## src/rtl/crt_pkg.sv

```systemverilog
package crt_pkg;
	// ------------------------------------------------------------
	// widths
	// ------------------------------------------------------------
	localparam int CODE_W = 7;
	localparam int GLYPH_W = 7;
	localparam int ADDR_W = 10;
	localparam int POS_W = 6;
	localparam int LINE_W = 4;
	localparam int ROW_W = 4;
	localparam int COL_W = 4;
	localparam int BLINK_W = 5;
	localparam int BLINK_BIT = 4;
	// ------------------------------------------------------------
	// oscillator and screen
	// ------------------------------------------------------------
	localparam int OSC_HZ = 5000000;
	localparam int REFRESH_HZ = 60;
	localparam int SCREEN_CHARS = 640;
	// ------------------------------------------------------------
	// counter limits
	// ------------------------------------------------------------
	localparam logic [COL_W-1:0] COL_FIRST = 4'h0;
	localparam logic [COL_W-1:0] COL_LAST = 4'h8;
	localparam logic [COL_W-1:0] COL_ONE = 4'h1;
	localparam logic [POS_W-1:0] POS_FIRST = 6'h00;
	localparam logic [POS_W-1:0] POS_LAST = 6'h27;
	localparam logic [POS_W-1:0] POS_ONE = 6'h01;
	localparam logic [ROW_W-1:0] ROW_FIRST = 4'h2;
	localparam logic [ROW_W-1:0] ROW_LAST = 4'he;
	localparam logic [ROW_W-1:0] ROW_ONE = 4'h1;
	localparam logic [ROW_W-1:0] CURSOR_ROW = 4'h2;
	localparam logic [LINE_W-1:0] LINE_FIRST = 4'h0;
	localparam logic [LINE_W-1:0] LINE_LAST = 4'hf;
	localparam logic [LINE_W-1:0] LINE_ONE = 4'h1;
	localparam logic [1:0] HOLD_CYCLES = 2'h2;
	localparam logic [1:0] HOLD_ONE = 2'h1;
	localparam logic [1:0] HOLD_NONE = 2'h0;
	localparam logic [BLINK_W-1:0] BLINK_ONE = 5'h01;
	localparam logic [CODE_W-1:0] ERASE_CODE = 7'h20;
	// ------------------------------------------------------------
	// buffer occupancy
	// ------------------------------------------------------------
	typedef enum logic [1:0] {
		CRT_BUF_EMPTY,
		CRT_BUF_ONE,
		CRT_BUF_FULL
	} crt_buf_t;
endpackage : crt_pkg

```

## src/rtl/crt_if.sv

```systemverilog
`timescale 1ns/1ps
`default_nettype none
// ------------------------------------------------------------
// dot serialiser link
// ------------------------------------------------------------
interface crt_dot_if;
	logic load;
	logic [6:0] glyph;
	logic [3:0] col;
	logic blank;
	logic cursor;
	logic dot;
	modport drv(output load, output glyph, output col, output blank,
		output cursor, input dot);
	modport ser(input load, input glyph, input col, input blank,
		input cursor, output dot);
endinterface : crt_dot_if

// ------------------------------------------------------------
// valid/ready word stream
// ------------------------------------------------------------
interface crt_strm_if;
	logic valid;
	logic ready;
	logic [6:0] data;
	modport src(output valid, output data, input ready);
	modport snk(input valid, input data, output ready);
endinterface : crt_strm_if
`default_nettype wire

```

## src/rtl/crt_dot_ser.sv

```systemverilog
`timescale 1ns/1ps
`default_nettype none
module crt_dot_ser
	import crt_pkg::*;
(
	input wire logic clk,
	input wire logic rst_b,
	crt_dot_if.ser dl
);
	logic [GLYPH_W-1:0] glyph_q;
	logic dot_q;
	logic [2:0] idx;

	// ------------------------------------------------------------
	// row register, loaded at column edge time
	// ------------------------------------------------------------
	always_ff @(posedge clk or negedge rst_b) begin
		if (!rst_b) begin
			glyph_q <= '0;
		end else if (dl.load) begin
			glyph_q <= dl.glyph;
		end
	end

	// ------------------------------------------------------------
	// one dot per clock, leftmost dot first
	// ------------------------------------------------------------
	assign idx = 3'(GLYPH_W - int'(dl.col));

	always_ff @(posedge clk or negedge rst_b) begin
		if (!rst_b) begin
			dot_q <= 1'b0;
		end else begin
			dot_q <= !dl.blank && (glyph_q[idx] || dl.cursor);
		end
	end

	assign dl.dot = dot_q;
endmodule : crt_dot_ser
`default_nettype wire

```

## src/rtl/crt_pair_buf.sv

```systemverilog
`timescale 1ns/1ps
`default_nettype none
module crt_pair_buf
	import crt_pkg::*;
(
	input wire logic clk,
	input wire logic rst_b,
	crt_strm_if.snk in_s,
	output logic out_valid,
	input wire logic out_ready,
	output logic [CODE_W-1:0] out_data
);
	crt_buf_t fill_q;
	logic [CODE_W-1:0] head_q;
	logic [CODE_W-1:0] tail_q;
	logic push;
	logic pop;

	assign in_s.ready = (fill_q != CRT_BUF_FULL);
	assign push = in_s.valid && in_s.ready;
	assign pop = (fill_q != CRT_BUF_EMPTY) && out_ready;

	// ------------------------------------------------------------
	// two entries, head feeds the output
	// ------------------------------------------------------------
	always_ff @(posedge clk or negedge rst_b) begin
		if (!rst_b) begin
			fill_q <= CRT_BUF_EMPTY;
			head_q <= '0;
			tail_q <= '0;
		end else begin
			case (fill_q)
				CRT_BUF_EMPTY: begin
					if (push) begin
						head_q <= in_s.data;
						fill_q <= CRT_BUF_ONE;
					end
				end
				CRT_BUF_ONE: begin
					if (push && pop) begin
						head_q <= in_s.data;
					end else if (push) begin
						tail_q <= in_s.data;
						fill_q <= CRT_BUF_FULL;
					end else if (pop) begin
						fill_q <= CRT_BUF_EMPTY;
					end
				end
				CRT_BUF_FULL: begin
					if (pop) begin
						head_q <= tail_q;
						fill_q <= CRT_BUF_ONE;
					end
				end
				default: begin
					fill_q <= CRT_BUF_EMPTY;
				end
			endcase
		end
	end

	assign out_valid = (fill_q != CRT_BUF_EMPTY);
	assign out_data = head_q;
endmodule : crt_pair_buf
`default_nettype wire

```

## src/rtl/crt_raster.sv

```systemverilog
// What this block does
// - screen of 16 lines by 40 characters, 640 places, 60 Hz refresh
// - whole chain runs from one 5.0 MHz oscillator
// - every stage on the common clock, stages advance by enables
// - dot column counts 0 to 8, dots 1 to 7 shown on counts 1-7
// - beam blanked on column counts 0 and 8
// - decode column-zero, column-eight and their OR strobes
// - trace start held off two clocks after retrace ends
// - retrace bypasses column stage, position advances every clock
// - character position counts 0 to 39
// - horizontal retrace toggles on each full position count
// - retrace shifts out the other 40 codes of the 80-stage store
// - dot row counts 2 to 14, advances at end of trace count
// - shift inhibit flag loaded per row, set when last row done
// - character line counts 0 to 15 on row and position completion
// - vertical retrace set at last line, cleared when hretrace ends
// - master clear puts timing into a known state
// - retrace drives deflection outputs and forces beam off
// - glyph row serialised onto beam, one dot per clock
// - address equality with pending write starts write cycle
// - equality with pending read captures code; equality enables cursor
// - frame without equality or request erases the screen
// - blinking cursor on dot row 2 of held address
// - write disables storage recirculation to shift new code in
// - storage shift strobe held at 0 when no shift wanted
// - row select value maps in binary order to glyph rows
// - row window spans 13 rows for descending glyphs
`timescale 1ns/1ps
`default_nettype none
module crt_raster
	import crt_pkg::*;
(
	input wire logic clk,
	input wire logic rst_b,
	input wire logic [CODE_W-1:0] char_code_in,
	input wire logic [GLYPH_W-1:0] glyph_row_in,
	input wire logic req_valid,
	input wire logic req_write,
	input wire logic [ADDR_W-1:0] req_addr,
	input wire logic [CODE_W-1:0] req_data,
	output logic req_ready,
	output logic rd_valid,
	input wire logic rd_ready,
	output logic [CODE_W-1:0] rd_data,
	output logic [ROW_W-1:0] row_select,
	output logic [POS_W-1:0] char_pos,
	output logic [LINE_W-1:0] char_line,
	output logic column_zero_strobe,
	output logic column_eight_strobe,
	output logic column_edge_strobe,
	output logic storage_shift,
	output logic storage_write,
	output logic [CODE_W-1:0] storage_data,
	output logic x_retrace,
	output logic y_retrace,
	output logic z_beam,
	output logic erase_active
);
	// ------------------------------------------------------------
	// state
	// ------------------------------------------------------------
	logic [COL_W-1:0] col_q;
	logic [COL_W-1:0] col_d;
	logic [POS_W-1:0] pos_q;
	logic [ROW_W-1:0] row_q;
	logic [LINE_W-1:0] line_q;
	logic [1:0] hold_q;
	logic hret_q;
	logic vret_q;
	logic shift_inh_q;
	logic col_zero_q;
	logic col_eight_q;
	logic col_edge_q;
	logic shift_q;
	logic shift_d;
	logic trace_shift;
	logic wr_q;
	logic [CODE_W-1:0] wr_data_q;
	logic pend_q;
	logic pend_wr_q;
	logic [ADDR_W-1:0] addr_q;
	logic [CODE_W-1:0] data_q;
	logic ready_q;
	logic frame_hit_q;
	logic erase_q;
	logic [BLINK_W-1:0] blink_q;
	logic col_en;
	logic pos_en;
	logic pos_wrap;
	logic row_adv;
	logic line_adv;
	logic frame_end;
	logic hret_end;
	logic here;
	logic match;
	logic take_wr;
	logic take_rd;
	logic rd_done;
	logic accept;

	crt_dot_if dl ();
	crt_strm_if rd_s ();

	// ------------------------------------------------------------
	// decode helpers
	// ------------------------------------------------------------
	function automatic logic col_is(input logic [COL_W-1:0] c,
		input logic [COL_W-1:0] v);
		col_is = (c == v);
	endfunction : col_is

	function automatic logic col_edge(input logic [COL_W-1:0] c);
		col_edge = col_is(c, COL_FIRST) || col_is(c, COL_LAST);
	endfunction : col_edge

	// ------------------------------------------------------------
	// stage enables
	// ------------------------------------------------------------
	// all stages share clk; carries are enables only
	assign col_en = !hret_q && (hold_q == HOLD_NONE);
	assign pos_en = hret_q || (col_en && col_is(col_q, COL_LAST));
	assign pos_wrap = pos_en && (pos_q == POS_LAST);
	assign hret_end = hret_q && pos_wrap;
	assign row_adv = pos_wrap && !hret_q;
	assign line_adv = row_adv && (row_q == ROW_LAST);
	assign frame_end = line_adv && (line_q == LINE_LAST);

	// ------------------------------------------------------------
	// dot column stage
	// ------------------------------------------------------------
	always_comb begin
		col_d = col_q;
		if (col_en) begin
			if (col_is(col_q, COL_LAST)) begin
				col_d = COL_FIRST;
			end else begin
				col_d = col_q + COL_ONE;
			end
		end
	end

	always_ff @(posedge clk or negedge rst_b) begin
		if (!rst_b) begin
			col_q <= COL_FIRST;
		end else begin
			col_q <= col_d;
		end
	end

	// ------------------------------------------------------------
	// column timing strobes
	// ------------------------------------------------------------
	always_ff @(posedge clk or negedge rst_b) begin
		if (!rst_b) begin
			col_zero_q <= 1'b0;
			col_eight_q <= 1'b0;
			col_edge_q <= 1'b0;
		end else begin
			col_zero_q <= col_is(col_d, COL_FIRST);
			col_eight_q <= col_is(col_d, COL_LAST);
			col_edge_q <= col_edge(col_d);
		end
	end

	// ------------------------------------------------------------
	// trace start hold-off
	// ------------------------------------------------------------
	always_ff @(posedge clk or negedge rst_b) begin
		if (!rst_b) begin
			hold_q <= HOLD_NONE;
		end else if (hret_end) begin
			hold_q <= HOLD_CYCLES;
		end else if (hold_q != HOLD_NONE) begin
			hold_q <= hold_q - HOLD_ONE;
		end
	end

	// ------------------------------------------------------------
	// character position stage
	// ------------------------------------------------------------
	always_ff @(posedge clk or negedge rst_b) begin
		if (!rst_b) begin
			pos_q <= POS_FIRST;
		end else if (pos_wrap) begin
			pos_q <= POS_FIRST;
		end else if (pos_en) begin
			pos_q <= pos_q + POS_ONE;
		end
	end

	// ------------------------------------------------------------
	// horizontal and vertical retrace
	// ------------------------------------------------------------
	always_ff @(posedge clk or negedge rst_b) begin
		if (!rst_b) begin
			hret_q <= 1'b0;
		end else if (pos_wrap) begin
			hret_q <= !hret_q;
		end
	end

	always_ff @(posedge clk or negedge rst_b) begin
		if (!rst_b) begin
			vret_q <= 1'b0;
		end else if (frame_end) begin
			vret_q <= 1'b1;
		end else if (hret_end) begin
			vret_q <= 1'b0;
		end
	end

	// ------------------------------------------------------------
	// dot row stage, 13-row window
	// ------------------------------------------------------------
	always_ff @(posedge clk or negedge rst_b) begin
		if (!rst_b) begin
			row_q <= ROW_FIRST;
		end else if (row_adv) begin
			if (row_q == ROW_LAST) begin
				row_q <= ROW_FIRST;
			end else begin
				row_q <= row_q + ROW_ONE;
			end
		end
	end

	always_ff @(posedge clk or negedge rst_b) begin
		if (!rst_b) begin
			shift_inh_q <= 1'b0;
		end else if (row_adv) begin
			shift_inh_q <= (row_q == ROW_LAST);
		end
	end

	// ------------------------------------------------------------
	// character line stage
	// ------------------------------------------------------------
	always_ff @(posedge clk or negedge rst_b) begin
		if (!rst_b) begin
			line_q <= LINE_FIRST;
		end else if (line_adv) begin
			// 16 lines of 40 places, 640 in all
			line_q <= line_q + LINE_ONE;
		end
	end

	// ------------------------------------------------------------
	// storage shift strobe
	// ------------------------------------------------------------
	assign trace_shift = col_en && col_is(col_q, COL_LAST);
	assign shift_d = trace_shift || (hret_q && !shift_inh_q);

	always_ff @(posedge clk or negedge rst_b) begin
		if (!rst_b) begin
			shift_q <= 1'b0;
		end else begin
			// retrace shifting moves the other 40 codes
			shift_q <= shift_d;
		end
	end

	// ------------------------------------------------------------
	// request holding registers
	// ------------------------------------------------------------
	assign accept = req_valid && ready_q;
	assign here = (addr_q == {line_q, pos_q});
	assign match = !hret_q && col_en && col_is(col_q, COL_FIRST) && here;
	assign take_wr = match && pend_q && pend_wr_q;
	assign take_rd = match && pend_q && !pend_wr_q;
	assign rd_done = take_rd && rd_s.ready;

	always_ff @(posedge clk or negedge rst_b) begin
		if (!rst_b) begin
			addr_q <= '0;
			data_q <= '0;
			pend_wr_q <= 1'b0;
		end else if (accept) begin
			addr_q <= req_addr;
			data_q <= req_data;
			pend_wr_q <= req_write;
		end
	end

	always_ff @(posedge clk or negedge rst_b) begin
		if (!rst_b) begin
			pend_q <= 1'b0;
			ready_q <= 1'b0;
		end else if (accept) begin
			pend_q <= 1'b1;
			ready_q <= 1'b0;
		end else if (take_wr || rd_done) begin
			pend_q <= 1'b0;
			ready_q <= 1'b1;
		end else begin
			ready_q <= !pend_q;
		end
	end

	// ------------------------------------------------------------
	// write cycle and erase
	// ------------------------------------------------------------
	always_ff @(posedge clk or negedge rst_b) begin
		if (!rst_b) begin
			wr_q <= 1'b0;
			wr_data_q <= '0;
		end else if (take_wr) begin
			wr_q <= 1'b1;
			wr_data_q <= data_q;
		end else if (erase_q) begin
			wr_q <= 1'b1;
			wr_data_q <= ERASE_CODE;
		end else if (trace_shift) begin
			wr_q <= 1'b0;
		end
	end

	always_ff @(posedge clk or negedge rst_b) begin
		if (!rst_b) begin
			frame_hit_q <= 1'b0;
			erase_q <= 1'b0;
		end else if (frame_end) begin
			frame_hit_q <= match;
			erase_q <= !(frame_hit_q || match) && !pend_q;
		end else if (match) begin
			frame_hit_q <= 1'b1;
		end
	end

	// ------------------------------------------------------------
	// read capture into the two-entry buffer
	// ------------------------------------------------------------
	assign rd_s.valid = take_rd;
	assign rd_s.data = char_code_in;

	crt_pair_buf u_buf (
		.clk(clk),
		.rst_b(rst_b),
		.in_s(rd_s),
		.out_valid(rd_valid),
		.out_ready(rd_ready),
		.out_data(rd_data)
	);

	// ------------------------------------------------------------
	// cursor blink and beam
	// ------------------------------------------------------------
	always_ff @(posedge clk or negedge rst_b) begin
		if (!rst_b) begin
			blink_q <= '0;
		end else if (frame_end) begin
			blink_q <= blink_q + BLINK_ONE;
		end
	end

	assign dl.load = col_en && col_edge(col_q);
	assign dl.glyph = glyph_row_in;
	assign dl.col = col_q;
	assign dl.blank = hret_q || vret_q || col_edge(col_q);
	assign dl.cursor = here && (row_q == CURSOR_ROW) && blink_q[BLINK_BIT];

	crt_dot_ser u_ser (
		.clk(clk),
		.rst_b(rst_b),
		.dl(dl)
	);

	// ------------------------------------------------------------
	// outputs
	// ------------------------------------------------------------
	// one 5.0 MHz oscillator for all stages
	assign row_select = row_q;
	assign char_pos = pos_q;
	assign char_line = line_q;
	assign column_zero_strobe = col_zero_q;
	assign column_eight_strobe = col_eight_q;
	assign column_edge_strobe = col_edge_q;
	assign storage_shift = shift_q;
	assign storage_write = wr_q;
	assign storage_data = wr_data_q;
	assign x_retrace = hret_q;
	assign y_retrace = vret_q;
	assign z_beam = dl.dot;
	assign erase_active = erase_q;
	assign req_ready = ready_q;
endmodule : crt_raster
`default_nettype wire

```

## config.mk

```make
export PLATFORM = sky130hd
export DESIGN_NAME = crt_raster
export DESIGN_NICKNAME = d
export VERILOG_FILES = /design/src/rtl/crt_pkg.sv /design/src/rtl/crt_if.sv /design/src/rtl/crt_dot_ser.sv /design/src/rtl/crt_pair_buf.sv /design/src/rtl/crt_raster.sv
export SDC_FILE = /design/constraint.sdc
export NUM_CORES = 1
export LEC_CHECK = 0
export BUFFER_PORTS_ARGS = -buffer_cell sky130_fd_sc_hd__buf_4
export CAP_MARGIN = 40
export CORE_ASPECT_RATIO = 1.75
export CORE_MARGIN = 4
export CORE_UTILIZATION = 51
export CTS_CLUSTER_DIAMETER = 60
export CTS_CLUSTER_SIZE = 28
export DETAILED_ROUTE_END_ITERATION = 8
export PLACE_DENSITY = 0.79
export SYNTH_ARGS = -nofsm -noshare
export SYNTH_HDL_FRONTEND = slang
export SYNTH_SLANG_ARGS = --single-unit
export TNS_END_PERCENT = 5
```

## constraint.sdc

```tcl
create_clock -name clk -period 2.9 [get_ports clk]
set_clock_uncertainty 0.05 [all_clocks]
set_input_delay 0.145 -clock clk [delete_from_list [all_inputs] [get_ports clk]]
set_output_delay 0.145 -clock clk [all_outputs]
set_load 0.02 [all_outputs]
```

# Word-level counts from Yosys, hierarchy flattened
# Cells that the tools add are included.
[totals] reg_bits=86 out_inout_bits=39 elab_cells=138 in_bits=36
[op_classes] reduce_logical=55 add_sub_neg=7 muxes=32 magnitude_cmp=1 eq_ne=15 bitwise_logic=1
[op_table] op="2-to-1 mux 7 bit" n=5
[op_table] op="logical AND 1 bit" n=23
[op_table] op="one-hot mux 7 bit (3 select lines)" n=1
[op_table] op="== test 4 bit (second input constant)" n=4
[op_table] op="nonzero test 2 bit" n=8
[op_table] op="2-to-1 mux 2 bit" n=7
[op_table] op="adder 4 x 1 -> 4 bit (second input constant)" n=3
[op_table] op="2-to-1 mux 1 bit" n=12
[op_table] op="2-to-1 mux 4 bit" n=3
[op_table] op="2-to-1 mux 6 bit" n=2
[op_table] op="== test 10 bit" n=1
[op_table] op="logical OR 1 bit" n=9
[op_table] op="logical NOT 4 bit" n=2
[op_table] op="AND reduction 4 bit" n=2
[op_table] op="adder 6 x 1 -> 6 bit (second input constant)" n=1
[op_table] op="== test 6 bit (second input constant)" n=1
[op_table] op="logical NOT 1 bit" n=6
[op_table] op="!= test 2 bit (second input constant)" n=3
[op_table] op="one-hot mux 2 bit (3 select lines)" n=1
[op_table] op="nonzero test 3 bit" n=2
[op_table] op="adder 5 x 1 -> 5 bit (second input constant)" n=1
[op_table] op="== test 4 x 2 -> 1 bit (second input constant)" n=1
[op_table] op="logical NOT 2 bit" n=2
[op_table] op="< comparator 3 x 4 -> 1 bit (second input constant)" n=1
[op_table] op="9 further kinds" n=10

# Depth between registers and ports, before layout
[logic_depth] word_depth=11 mapped_depth=8 ltp_nobuf=7

# Hierarchy
# From an unflattened synthesis, not the netlist that was laid out.
[unflattened] hier_cells=318 area_unflattened_um2=4105.2
[modules_own_cells] mod="crt_raster" seq_area_each_um2=1552.7 area_each_um2=2939.1 cells_each=245 instances=1
[modules_own_cells] mod="crt_pair_buf" seq_area_each_um2=400.4 area_each_um2=813.3 cells_each=50 instances=1
[modules_own_cells] mod="crt_dot_ser" seq_area_each_um2=200.2 area_each_um2=352.8 cells_each=23 instances=1

# Worst setup path after synthesis
# Ideal clock, no wire load.
[synth_path] path_kind="register -> register" start="register col_q[1]" end="register u_buf.head_q[4], in the netlist u_buf.out_data[4]" t_arrival_ps=1997 setup_time_ps=94 required_time_ps=2756 synth_period_minus_slack_ps=2141 path_slack_ps=759 stages_incl_launch_ff=8 n_path_buf=0 path_cell_list="dfrtp_1 inv_1 ha_1 and4bb_4 nand4b_1 nor4_4 mux2_2 a211oi_1"
[synth_between] elab_chain_cells=9 elab_cells_between_ends=10 classes_between="eq/ne: 2; reduce/logical: 8"
[synth_lines] item="from (decl)" line="crt_raster.sv:62" source="logic [COL_W-1:0] col_q;"
[synth_lines] item="from (signal assigned)" line="crt_raster.sv:146" source="col_q <= col_d;"
[synth_lines] item="logical NOT 4 bit *" line="crt_raster.sv:109" source="col_is = (c == v);"
[synth_lines] item="logical AND 1 bit * (2 in series)" line="crt_raster.sv:267" source="assign match = !hret_q && col_en && col_is(col_q, COL_FIRST) && here;"
[synth_lines] item="logical AND 1 bit * (2 in series)" line="crt_raster.sv:269" source="assign take_rd = match && pend_q && !pend_wr_q;"
[synth_lines] item="logical AND 1 bit *" line="crt_pair_buf.sv:20" source="assign push = in_s.valid && in_s.ready;"
[synth_lines] item="logical AND 1 bit" line="crt_pair_buf.sv:40" source="if (push && pop) begin"
[synth_lines] item="!= test 2 x 1 -> 1 bit (no source line)"
[synth_lines] item="AND reduction 4 bit (no source line) *"
[synth_lines] item="to (signal assigned)" line="crt_pair_buf.sv:35" source="head_q <= in_s.data;"
[synth_lines] item="to (signal assigned)" line="crt_pair_buf.sv:41" source="head_q <= in_s.data;"
[synth_lines] item="to (signal assigned)" line="crt_pair_buf.sv:51" source="head_q <= tail_q;"
[synth_lines] item="to (decl)" line="crt_pair_buf.sv:14" source="logic [CODE_W-1:0] head_q;"
# Every way passes the cells marked *; elsewhere a longest branch is shown, timed or not.
# A chain may end at the register's enable or synchronous reset.

# Worst setup path after layout
[layout_path] start="register col_q[1]" end="register u_buf.tail_q[6]"
[layout_between] elab_chain_cells=9
[layout_lines] item="logical NOT 4 bit *" line="crt_raster.sv:109"
[layout_lines] item="logical AND 1 bit * (2 in series)" line="crt_raster.sv:267"
[layout_lines] item="logical AND 1 bit * (2 in series)" line="crt_raster.sv:269"
[layout_lines] item="logical AND 1 bit *" line="crt_pair_buf.sv:20"
[layout_lines] item="logical AND 1 bit" line="crt_pair_buf.sv:40"
[layout_lines] item="NOT 1 bit (no source line)"
[layout_lines] item="AND reduction 3 bit (no source line) *"
[layout_lines] item="to (signal assigned)" line="crt_pair_buf.sv:43" source="tail_q <= in_s.data;"
[layout_lines] item="to (decl)" line="crt_pair_buf.sv:15" source="logic [CODE_W-1:0] tail_q;"
# Marked as above.

==> results.txt <==
CTS Root Cell: clkbuf_16
Slew Limit Fails: 0
Gpl congestion: 0.787
# Post-CTS Setup Buffers: 0
Rows: 44
Status: finished clean
Initial cell density of the core: 52.9%
Pwr Total: 0.00294 W
R2R Path Start: col_q[1]$_DFF_PN0_
Global-route wire length before repair: 16.4 mm
Tmin final: 2.43 ns
Max stage delay cell, worst path: dfrtp_1
TNS Setup: 0 ns
CP top delay family: simple AND/OR/NAND/NOR gates
CP bufs+invs: 1
Sequential area share after synthesis: 48.7%
H-tree depth: 3
Cells after Synth: 376
Detail Placement HPWL: 6.86 mm
Yosys reg bits: 86
Most common cell after layout, fill and taps aside: dfrtp_1
Largest net degree at the start of global routing: 62
Worst-case clock buffer depth: 2
RR Endpoint: u_buf.tail_q[6]$_DFFE_PN0P_
Crit path from: col_q[1]$_DFF_PN0_
Final period util: 83.6%
Fmax: 412 MHz
CTS tree: built
Die area: 10300 sq um
CP Capture Type: flop
Hold buffer count at CTS: 26
Worst path arrival time: 2.60 ns
Routed wire length: 9.58 mm
Area growth, synth to finish: 26.9%
Critical Path Sink: u_buf.tail_q[6]$_DFFE_PN0P_
DRC Markers: 0
Die Y: 131 um
Yosys top cell by area: dfrtp_1
Clk_lat worst skew: 0.34 ns
Power density cells: 524 nW/um^2
Syn nets: 420
R2R Setup Slk: 0.47 ns
CP Launch Type: flop
CP max stage delay: 0.46 ns
Worst-path maximum fanout: 14
Cell count along the critical path: 7
Synth Area per Inst: 11.8 sq um
Synth area leaders: dfrtp_1 48%, mux2_2 8.4%, mux2_4 4.4%, nand2_1 3.1%, xnor2_1 2.8%
Leak: 2.64 nW
Antenna viol nets, final: 0
Setup violators final: 0
Post-synth top area share: 48.1%
CP Class: reg -> reg
Async SR Flop Fraction: 100%
Critical path, cell by cell: inv_1, ha_1, and4bb_4, nand2_1, nor4_4, nand3_4, mux2_4
Die Wd: 78.4 um
Worst slew pin tran: 0.706 ns
Fillers: 660
CP required: 3.07 ns
Share of cells above drive strength 1: 33.5%
Final Hold Viols: 0
Commonest non-fill, non-tap cells in the layout: 85 x dfrtp_1, 79 x buf_4, 37 x nand2_1, 33 x mux2_2, 26 x dlygate4sd3_1
RSZ-0062 raised after global routing: false
Core Area: 8370 sq um
Top-level I/O count: 75
Worst VDD drop: 0.000490 V
Antenna violations before repair: 0
Slew margin rel.: 52.8%
Number of DRC markers in iteration 0: 162
TritonRoute pass-1 iters: 4
Max-Cap Viols: 0
Hold crit path type: in -> reg
TritonCTS Buffers: 9
Yosys warns: 0
Vias after detailed routing: 3245
Main synth FF type: dfrtp_1
Via density: 5.42
Total gr overflow: 0
Port buffer count: 74
Synthesized area: 4420 sq um
Clock sink count: 86
Post-synth EDFFs: 0
Total Routing Usage GR: 20.2%
Reg clk slew, reported paths: 0.06 ns
Inserted Diodes: 0
Routed WL per cell: 16.0 um
Post-cts gate resize count: 0
Netlist cell types: 57
Final net count: 523
Cell depth of the worst flop-to-flop path: 7
Number of global-route vias before repair: 3448
-- per-layer routing --
| layer | up-vias | track usage, % | share of wire (%) |
|---|---|---|---|
| met1 | 1598 | 23.2 | 39 |
| met3 | 21 | 3.42 | 3.5 |
| met2 | 81 | 35.6 | 54 |
| met5 | - | 0 | 0 |
| met4 | 0 | 9.73 | 2.9 |
| li1 | 1545 | - | - |
-- sequential cells by signal, indices dropped and copies added (netlist names), 5 cells and up --
signal	flops
addr_q	10
storage_data	7
char_pos	6
u_ser.glyph_q	7
blink_q	5
data_q	7
u_buf.tail_q	7
u_buf.out_data	7
-- cells in the mapped netlist (6+ instances only) --
library cell	n
a21oi_1	9
clkbuf_1	6
dfrtp_1	85
ha_1	8
inv_1	13
mux2_2	33
mux2_4	13
mux2i_1	6
nand2_1	37
nand4_1	13
nor2_1	18
nor2b_1	13
nor3_1	7
o21ai_0	20
xnor2_1	14
-- where the power goes --
group	switching [W]	internal (W)
Sequential	0.000112	0.00134
Clock	0.000444	0.000577
Combinational	0.000191	0.000274
-- final cells by class --
| cell class | instances | area [sq um] | share of cell area (%) |
|---|---|---|---|
| flip-flops and latches | 86 | 2150 | 38.4 |
| multi-input cells | 263 | 2120 | 37.9 |
| repair buffers | 106 | 881 | 15.7 |
| clock buffers | 12 | 236 | 4.21 |
| well taps | 115 | 144 | 2.56 |
| inverters | 13 | 48.8 | 0.870 |
| clock inverters | 4 | 23.8 | 0.424 |
-- how the worst min path moves through the flow --
stage | from | to | slack [ns] | cells past startpoint
floorplan | rst_b | addr_q[0]$_DFFE_PN0P_ | -0.20 | 0
global placement | req_valid | req_ready$_DFF_PN0_ | 0.29 | 2
detailed placement | rst_b | u_ser.dl.dot$_DFF_PN0_ | 0.04 | 1
CTS | char_code_in[2] | u_buf.tail_q[2]$_DFFE_PN0P_ | 0.0005 | 2
global route | char_code_in[0] | u_buf.tail_q[0]$_DFFE_PN0P_ | 0.004 | 2
finish | req_addr[5] | addr_q[5]$_DFFE_PN0P_ | 0.002 | 2
-- cell families (layout without fill, tap and decap cells) --
kind of cell | after synthesis | after routing | synth area share, %
flops | 86 | 86 | 48.7
buf+inv | 27 | 135 | 3.28
compound gates | 51 | 51 | 7.72
mux | 54 | 54 | 14.9
xor+xnor | 23 | 23 | 5.74
simple gates | 127 | 127 | 17.4
fa+ha+maj | 8 | 8 | 2.26
-- through the flow --
step / cells / hold WS [ns] / util, % / setup WS [ns] / area (sq um)
floorplan: 376 / -0.201 / - / 0.759 / 4420
global placement: 556 / 0.286 / 60.5 / 0.563 / 5060
detailed placement: 557 / 0.0360 / 60.8 / 0.497 / 5090
CTS: 599 / 0.000493 / 67.1 / 0.480 / 5610
global route: 599 / 0.00432 / 67.1 / 0.320 / 5610
finish: 599 / 0.00203 / 67.1 / 0.474 / 5610
(Power assumes the default switching activity.)
